--- src/imrs_pkg.sv ---
// constants and types shared by the repeated start generator and its baud timer
// assumes a single system clock and an asynchronous active-low reset
package imrs_pkg;

  // default width of the baud period counter
  localparam int BRG_W_DEFAULT = 8;
  localparam int BRG_W_MIN = 2;
  localparam int BRG_W_MAX = 16;

  // reset values of the bus and status flops
  localparam logic PIN_OE_N_RESET = 1'h1;
  localparam logic PIN_OUT_VALUE = 1'h0;
  localparam logic FLAG_RESET = 1'h0;
  localparam logic LINE_IDLE_LEVEL = 1'h1;

  // sequence states, gray coded along the normal path up to ST_SDA_LOW; the return to ST_IDLE flips all three bits
  typedef enum logic [2:0] {
    ST_IDLE      = 3'h0,
    ST_SCL_LOW   = 3'h1,
    ST_SDA_REL   = 3'h3,
    ST_SCL_REL   = 3'h2,
    ST_HOLD_HIGH = 3'h6,
    ST_SDA_LOW   = 3'h7
  } imrs_state_t;

endpackage

--- src/imrs_brg_if.sv ---
// carrier between the sequencer and its baud period timer
// assumes both ends run on the same clock
`timescale 1ns/1ps
interface imrs_brg_if #(
  parameter int BRG_W = imrs_pkg::BRG_W_DEFAULT
);
  logic load;
  logic [BRG_W-1:0] reloadValue;
  logic expired;

  modport ctrl (output load, output reloadValue, input expired);
  modport gen (input load, input reloadValue, output expired);
endinterface

--- src/imrs_baud_gen.sv ---
// baud period timer: counts down from the reload value, pulses expired at zero
// assumes load is a one-cycle pulse from the sequencer; period is reload+1 cycles
`timescale 1ns/1ps
module imrs_baud_gen #(
  parameter int BRG_W = imrs_pkg::BRG_W_DEFAULT
) (
  // clock and reset
  input wire logic clk,
  input wire logic arst_n,
  // control from the sequencer
  imrs_brg_if.gen brg
);

  logic [BRG_W-1:0] count_reg;
  logic running_reg;
  logic expired_reg;

  generate
    if (BRG_W < imrs_pkg::BRG_W_MIN || BRG_W > imrs_pkg::BRG_W_MAX) begin : g_bad_width
      $error("baud counter width out of range");
    end
  endgenerate

  always_ff @(posedge clk or negedge arst_n) begin
    if (!arst_n) begin
      count_reg <= '0;
      running_reg <= 1'h0;
      expired_reg <= 1'h0;
    end else if (brg.load) begin
      count_reg <= brg.reloadValue;
      running_reg <= 1'h1;
      expired_reg <= 1'h0;
    end else if (running_reg && count_reg == '0) begin
      running_reg <= 1'h0;
      expired_reg <= 1'h1;
    end else if (running_reg) begin
      count_reg <= count_reg - 1'b1;
      expired_reg <= 1'h0;
    end else begin
      expired_reg <= 1'h0;
    end
  end

  assign brg.expired = expired_reg;

  property p_expire_once;
    @(posedge clk) disable iff (!arst_n)
    expired_reg |=> !expired_reg;
  endproperty
  a_expire_once: assert property (p_expire_once) else $error("expired pulse longer than one cycle");

endmodule

--- src/imrs_repeated_start.sv ---
// repeated start generator for the master side of a two-wire serial bus
// assumes scl/sda inputs are synchronous samples of the open-drain lines
// Summary of operation
// start only on request while master idle
// request during other bus activity is ignored
// drive SCL low, load timer once low
// release SDA for one baud period
// on timeout with SDA high, release SCL
// SCL high: reload, both high one period
// SDA low one period, then SCL low
// end: clear request, no reload, SDA low
// flag start condition seen on lines
// interrupt flag only after timer timeout
// collision if SDA low as SCL rises
// collision if SCL low before SDA driven
// on collision abort, release lines, report
`timescale 1ns/1ps
module imrs_repeated_start #(
  parameter int BRG_W = imrs_pkg::BRG_W_DEFAULT
) (
  // clock and reset
  input wire logic clk,
  input wire logic arst_n,
  // software side
  input wire logic requestWrite,
  input wire logic masterBusy,
  input wire logic [BRG_W-1:0] baudPeriod,
  input wire logic irqClear,
  input wire logic startClear,
  input wire logic collisionClear,
  output logic repeatStartRequest,
  output logic startDetected,
  output logic serialPortIrqFlag,
  output logic busCollision,
  // bus lines, open drain
  input wire logic sclIn,
  input wire logic sdaIn,
  output logic sclOut,
  output logic sclOe_n,
  output logic sdaOut,
  output logic sdaOe_n
);

  imrs_pkg::imrs_state_t state_reg;
  logic sclPrev_reg;
  logic sdaPrev_reg;
  logic load_reg;
  logic collide;
  logic finish;
  logic reqAccept;

  imrs_brg_if #(.BRG_W(BRG_W)) brg ();

  imrs_baud_gen #(.BRG_W(BRG_W)) u_baud (
    .clk(clk),
    .arst_n(arst_n),
    .brg(brg)
  );

  assign brg.load = load_reg;
  assign brg.reloadValue = baudPeriod;

  // sda falling while scl high
  function automatic logic startCondition(input logic sdaWas, input logic sdaNow, input logic sclNow);
    startCondition = sdaWas && !sdaNow && sclNow;
  endfunction

  assign reqAccept = requestWrite && !masterBusy && state_reg == imrs_pkg::ST_IDLE && !repeatStartRequest;

  // collision terms per state
  always_comb begin
    collide = 1'h0;
    unique case (state_reg)
      imrs_pkg::ST_SDA_REL: collide = brg.expired && !sdaIn;
      imrs_pkg::ST_SCL_REL: collide = sclIn && !sclPrev_reg && !sdaIn;
      imrs_pkg::ST_HOLD_HIGH: collide = !sclIn;
      imrs_pkg::ST_SDA_LOW: collide = !sclIn;
      imrs_pkg::ST_IDLE, imrs_pkg::ST_SCL_LOW: collide = 1'h0;
    endcase
  end

  assign finish = state_reg == imrs_pkg::ST_SDA_LOW && brg.expired && !collide;

  // line history for edge detection
  always_ff @(posedge clk or negedge arst_n) begin
    if (!arst_n) begin
      sclPrev_reg <= imrs_pkg::LINE_IDLE_LEVEL;
      sdaPrev_reg <= imrs_pkg::LINE_IDLE_LEVEL;
    end else begin
      sclPrev_reg <= sclIn;
      sdaPrev_reg <= sdaIn;
    end
  end

  // request bit
  always_ff @(posedge clk or negedge arst_n) begin
    if (!arst_n) begin
      repeatStartRequest <= imrs_pkg::FLAG_RESET;
    end else if (reqAccept) begin
      repeatStartRequest <= 1'h1;
    end else if (finish || collide) begin
      repeatStartRequest <= 1'h0;
    end
  end

  // sequencer with timer load and pin drive
  always_ff @(posedge clk or negedge arst_n) begin
    if (!arst_n) begin
      state_reg <= imrs_pkg::ST_IDLE;
      load_reg <= 1'h0;
      sclOe_n <= imrs_pkg::PIN_OE_N_RESET;
      sdaOe_n <= imrs_pkg::PIN_OE_N_RESET;
    end else begin
      load_reg <= 1'h0;
      if (collide) begin
        state_reg <= imrs_pkg::ST_IDLE;
        sclOe_n <= 1'h1;
        sdaOe_n <= 1'h1;
      end else begin
        unique case (state_reg)
          imrs_pkg::ST_IDLE: begin
            if (reqAccept) begin
              state_reg <= imrs_pkg::ST_SCL_LOW;
              sclOe_n <= 1'h0;
            end
          end
          imrs_pkg::ST_SCL_LOW: begin
            if (!sclIn) begin
              state_reg <= imrs_pkg::ST_SDA_REL;
              load_reg <= 1'h1;
              sdaOe_n <= 1'h1;
            end
          end
          imrs_pkg::ST_SDA_REL: begin
            if (brg.expired && sdaIn) begin
              state_reg <= imrs_pkg::ST_SCL_REL;
              sclOe_n <= 1'h1;
            end
          end
          imrs_pkg::ST_SCL_REL: begin
            if (sclIn) begin
              state_reg <= imrs_pkg::ST_HOLD_HIGH;
              load_reg <= 1'h1;
            end
          end
          imrs_pkg::ST_HOLD_HIGH: begin
            if (brg.expired) begin
              state_reg <= imrs_pkg::ST_SDA_LOW;
              load_reg <= 1'h1;
              sdaOe_n <= 1'h0;
            end
          end
          imrs_pkg::ST_SDA_LOW: begin
            if (brg.expired) begin
              state_reg <= imrs_pkg::ST_IDLE;
              sclOe_n <= 1'h0;
            end
          end
        endcase
      end
    end
  end

  // pin output levels: open drain, only ever low
  always_ff @(posedge clk or negedge arst_n) begin
    if (!arst_n) begin
      sclOut <= imrs_pkg::PIN_OUT_VALUE;
      sdaOut <= imrs_pkg::PIN_OUT_VALUE;
    end else begin
      sclOut <= imrs_pkg::PIN_OUT_VALUE;
      sdaOut <= imrs_pkg::PIN_OUT_VALUE;
    end
  end

  // status flags, set wins over clear
  always_ff @(posedge clk or negedge arst_n) begin
    if (!arst_n) begin
      startDetected <= imrs_pkg::FLAG_RESET;
    end else if (startCondition(sdaPrev_reg, sdaIn, sclIn)) begin
      startDetected <= 1'h1;
    end else if (startClear) begin
      startDetected <= 1'h0;
    end
  end

  always_ff @(posedge clk or negedge arst_n) begin
    if (!arst_n) begin
      serialPortIrqFlag <= imrs_pkg::FLAG_RESET;
    end else if (finish) begin
      serialPortIrqFlag <= 1'h1;
    end else if (irqClear) begin
      serialPortIrqFlag <= 1'h0;
    end
  end

  always_ff @(posedge clk or negedge arst_n) begin
    if (!arst_n) begin
      busCollision <= imrs_pkg::FLAG_RESET;
    end else if (collide) begin
      busCollision <= 1'h1;
    end else if (collisionClear) begin
      busCollision <= 1'h0;
    end
  end

  property p_req_idle;
    @(posedge clk) disable iff (!arst_n)
    $rose(repeatStartRequest) |-> $past(state_reg == imrs_pkg::ST_IDLE && !masterBusy);
  endproperty
  a_req_idle: assert property (p_req_idle) else $error("request accepted while not idle");

  property p_busy_ignored;
    @(posedge clk) disable iff (!arst_n)
    (requestWrite && masterBusy && state_reg == imrs_pkg::ST_IDLE && !repeatStartRequest)
      |=> (state_reg == imrs_pkg::ST_IDLE && !repeatStartRequest && $stable(sclOe_n));
  endproperty
  a_busy_ignored: assert property (p_busy_ignored) else $error("busy request took effect");

  property p_scl_low_load;
    @(posedge clk) disable iff (!arst_n)
    (state_reg == imrs_pkg::ST_SCL_LOW && !sclIn) |=> (load_reg && sdaOe_n && !sclOe_n);
  endproperty
  a_scl_low_load: assert property (p_scl_low_load) else $error("timer not loaded after scl low");

  property p_sda_released;
    @(posedge clk) disable iff (!arst_n)
    $rose(state_reg == imrs_pkg::ST_SDA_REL) |-> (sdaOe_n && load_reg) ##1 (sdaOe_n && !brg.expired);
  endproperty
  a_sda_released: assert property (p_sda_released) else $error("sda not released for a period");

  property p_scl_release;
    @(posedge clk) disable iff (!arst_n)
    (state_reg == imrs_pkg::ST_SDA_REL && brg.expired && sdaIn) |=> (sclOe_n && state_reg == imrs_pkg::ST_SCL_REL);
  endproperty
  a_scl_release: assert property (p_scl_release) else $error("scl not released on timeout");

  property p_hold_high;
    @(posedge clk) disable iff (!arst_n)
    (state_reg == imrs_pkg::ST_SCL_REL && sclIn && !collide) |=> (load_reg && sclOe_n && sdaOe_n);
  endproperty
  a_hold_high: assert property (p_hold_high) else $error("hold period not started");

  property p_sda_low;
    @(posedge clk) disable iff (!arst_n)
    (state_reg == imrs_pkg::ST_SDA_LOW) |-> (!sdaOe_n && sclOe_n);
  endproperty
  a_sda_low: assert property (p_sda_low) else $error("sda low phase wrong");

  property p_finish;
    @(posedge clk) disable iff (!arst_n)
    finish |=> (!repeatStartRequest && !sdaOe_n && !sclOe_n && !load_reg && serialPortIrqFlag);
  endproperty
  a_finish: assert property (p_finish) else $error("end of sequence wrong");

  property p_start_seen;
    @(posedge clk) disable iff (!arst_n)
    startCondition(sdaPrev_reg, sdaIn, sclIn) |=> startDetected;
  endproperty
  a_start_seen: assert property (p_start_seen) else $error("start condition not flagged");

  property p_irq_after_timeout;
    @(posedge clk) disable iff (!arst_n)
    $rose(serialPortIrqFlag) |-> $past(brg.expired);
  endproperty
  a_irq_after_timeout: assert property (p_irq_after_timeout) else $error("irq before timeout");

  property p_col_rise;
    @(posedge clk) disable iff (!arst_n)
    (state_reg == imrs_pkg::ST_SCL_REL && sclIn && !sclPrev_reg && !sdaIn) |=> busCollision;
  endproperty
  a_col_rise: assert property (p_col_rise) else $error("sda low on scl rise not flagged");

  property p_col_scl;
    @(posedge clk) disable iff (!arst_n)
    (state_reg == imrs_pkg::ST_HOLD_HIGH && !sclIn) |=> (busCollision && state_reg == imrs_pkg::ST_IDLE);
  endproperty
  a_col_scl: assert property (p_col_scl) else $error("early scl low not flagged");

  property p_abort;
    @(posedge clk) disable iff (!arst_n)
    collide |=> (sclOe_n && sdaOe_n && !repeatStartRequest && state_reg == imrs_pkg::ST_IDLE);
  endproperty
  a_abort: assert property (p_abort) else $error("collision did not abort");

endmodule

--- config.mk ---
export PLATFORM = sky130hd
export DESIGN_NAME = imrs_repeated_start
export DESIGN_NICKNAME = d
export VERILOG_FILES = /design/src/imrs_pkg.sv /design/src/imrs_brg_if.sv /design/src/imrs_baud_gen.sv /design/src/imrs_repeated_start.sv
export SDC_FILE = /design/constraint.sdc
export NUM_CORES = 1
export LEC_CHECK = 0
export BUFFER_PORTS_ARGS = -buffer_cell sky130_fd_sc_hd__buf_4
export CAP_MARGIN = 20
export CORE_ASPECT_RATIO = 0.9
export CORE_MARGIN = 1.5
export CORE_UTILIZATION = 62
export CTS_BUF_LIST = sky130_fd_sc_hd__clkbuf_4
export DETAILED_ROUTE_END_ITERATION = 6
export HOLD_SLACK_MARGIN = 0.15
export PLACE_DENSITY = 0.92
export SYNTH_ARGS = -nofsm -noshare
export SYNTH_HDL_FRONTEND = slang
export SYNTH_SLANG_ARGS = --single-unit
--- constraint.sdc ---
create_clock -name clk -period 4 [get_ports clk]
set_clock_uncertainty 0.1 [all_clocks]
set_input_delay 1 -clock clk [delete_from_list [all_inputs] [get_ports clk]]
set_output_delay 1 -clock clk [all_outputs]
set_load 0.02 [all_outputs]
==> results by group <==
Final layout
  • Layout Cell Area excl Fill: 1570 um2
  • Filler cells: 151
  • Largest register FFs: 8
  • Final #Nets: 184
  • Layout cells sized above 1: 25.6%
  • Area Growth Syn to Fin: 12.0%
  • Register Area: 556 um2
  • # diodes: 0
  • Multi-input combinational cell area: 753 um2

Critical path
  • Setup CP Type: input pin to flop
  • Cell breakdown of the critical path: buf_4, nor3b_1, o311ai_1, nand2_1, o32ai_1
  • CP Max Fanout: 14
  • Critical path arrival: 2400 ps
  • Cell family with most CP delay: compound AO/OA/AOI/OAI gates
  • Worst setup SP type: input pin
  • Buf/Inv on CP: 1
  • Reg2reg end: u_baud.count_reg[1]$_DFFE_PN0P_
  • CP peak stage delay: 490 ps
  • Worst setup EP type: flop
  • CP startpoint: sclIn
  • Slowest-stage cell, CP: o311ai_1
  • R2R depth: 6
  • Worst EP required: 4110 ps
  • Origin of the critical flop-to-flop path: u_baud.count_reg[0]$_DFFE_PN0P_
  • Setup slack, reg-to-reg: 1880 ps

Routing
  • Vias: 1182
  • Residual antenna-violating net count after detailed routing: 0
  • Routed WL: 2.88 mm
  • First-pass detailed-route iteration total: 4
  • Residual DRC: 0
  • Detailed Route Iter0 Violations: 38
  • Drt wl/cell: 15.1 um
  • Via density: 6.19

Run status
  • Outcome: complete, no violations

Clocking
  • Post-CTS sizing: 0
  • Hold buffer count at cts: 0
  • Worst-path clk slew: 120 ps
  • CTS root buf: clkbuf_4
  • Clock sink count: 22
  • Total CTS buffers: 3
  • H-tree Lvls: 1
  • Clk_lat worst skew: 310 ps
  • CTS max path bufs: 2
  • Postcts setup bufs: 0
  • TritonCTS clock tree: done

Min path
  • Hold path endpoint: startDetected$_DFFE_PN0P_
  • Worst hold path type: flop to flop
  • Hold wc startpoint: startDetected$_DFFE_PN0P_
  • Worst hold path depth: 1

GRT
  • GRT Total Usage: 24.0%
  • Grt ovf: 0
  • Vias in the first global route: 963
  • Global-route wire length before repair: 4.34 mm
  • Largest net degree at the start of global routing: 23
  • Initial antenna violation count: 0

Synth
  • Syn avg cell area: 9.52 um2
  • Synth Register Bits: 22
  • Sequential-to-total area share from yosys stat: 39.7%
  • Ys async rst share: 100%
  • Main synth FF type: dfrtp_1
  • Dominant cells by area after synthesis: dfrtp_1 32%, dfstp_2 7.5%, o21ai_0 4.6%
  • Cells after Synth: 147
  • Post-synth EDFFs: 0
  • Commonest cells in the synthesized netlist: 18 x dfrtp_1, 13 x o21ai_0, 9 x inv_1, 9 x nand2_1, 8 x nor2_1
  • Synth warn: 0
  • Synth unique cells: 51
  • Synthesized area: 1400 um2
  • Most common cell in the netlist: dfrtp_1
  • Synth area leader: dfrtp_1
  • Synth top area share: 32.2%

Place
  • Place WS: 1440 ps
  • Port Buffers: 22
  • Dpl cell area: 1540 um2
  • Final GP Congestion: 0.867
  • DPL Wire Length: 2.03 mm

Power and ir drop
  • Pleak: 0.000656 uW
  • Power Density: 713 nW/um2
  • Max IR drop VDD: 0.000419 V
  • Total Power: 1120 uW

Floorplanning
  • Core Footprint: 2160 um2
  • Row cnt: 16
  • Top Ports: 25
  • Die width: 53.1 um
  • Die area: 2550 um2
  • Initial core utilization: 64.8%
  • Die H: 48.1 um

STA
  • Max_slew headroom: 61.5%
  • Max-slew violations: 0
  • Final min period: 2300 ps
  • Worst slew pin tran: 577 ps
  • Fmax: 436 MHz
  • Final Hold Slack: 414 ps
  • Post-layout worst setup margin: 1700 ps
  • Endpoints failing setup: 0
  • Setup TNS: 0 ps
  • RSZ-0062 raised after global routing: false
  • Final Hold Fails: 0
  • Final worst path period share: 57.4%

Flow run
  • Max cap viols: 0
==> per-stage QoR <==
| step | std cells | util [%] |
|---|---|---|
| detailed placement | 187 | 71.3 |
| global route | 191 | 72.5 |
| global placement | 187 | 71.3 |
| CTS | 191 | 72.5 |
| floorplan | 148 | - |
| finish | 191 | 72.5 |
==> logic make-up (layout without fill, tap and decap cells) <==
logic type	Yosys count	in the layout	share of synthesized area, %
AOI/OAI and AO/OA	41	41	20.5
xor gates and xnor gates	5	5	3.13
adders and majority gates	2	2	1.79
buffers and inverters	19	35	6.79
DFF	22	22	39.7
muxes	4	4	3.13
other	1	2	0.268
and+or+nand+nor	53	53	24.8
==> worst max-delay path by stage <==
stage / to / slack, ps / depth (start not counted)
2_1_floorplan: state_reg[1]$_DFFE_PN0P_ / 1720 / 4
3_3_place_gp: state_reg[1]$_DFFE_PN0P_ / 1540 / 5
3_5_place_dp: state_reg[0]$_DFFE_PN0P_ / 1440 / 5
4_1_cts: serialPortIrqFlag$_DFFE_PN0P_ / 1770 / 5
5_1_grt: serialPortIrqFlag$_DFFE_PN0P_ / 1670 / 5
6_report: serialPortIrqFlag$_DFFE_PN0P_ / 1700 / 5
==> per-layer routing <==
layer  wire, um  GRT usage (%)
met3        269           7.50
met2       1340           36.3
met5          0              0
met1       1240           33.5
met4         33           7.18
==> power by group <==
part / internal, uW / switching [uW]
Combinational: 275 / 261
Clock: 36.5 / 68.3
Sequential: 314 / 164
Total: 625 / 493
==> cells in the final DEF, fill, tap and decap left out, drive strengths merged, types with 3 or more instances in the layout <==
cell type,count
a21oi,4
mux2,3
xnor2,3
or4b,4
or3b,3
nand4,3
o2111ai,3
nor3,6
nand2,9
dfrtp,18
nand3,3
o21ai,14
dfstp,4
buf,22
inv,9
nand2b,4
clkbuf,3
nor3b,3
nor2,8
==> area by class of cell <==
class / count / area share [%]
Clock buffer: 3 / 1.44
Clock inverter: 1 / 0.239
Inverter: 9 / 2.15
Multi-Input combinational cell: 107 / 48.0
Sequential cell: 22 / 35.4
Tap cell: 27 / 2.15
Timing Repair Buffer: 22 / 10.5
(Power assumes the default switching activity.)
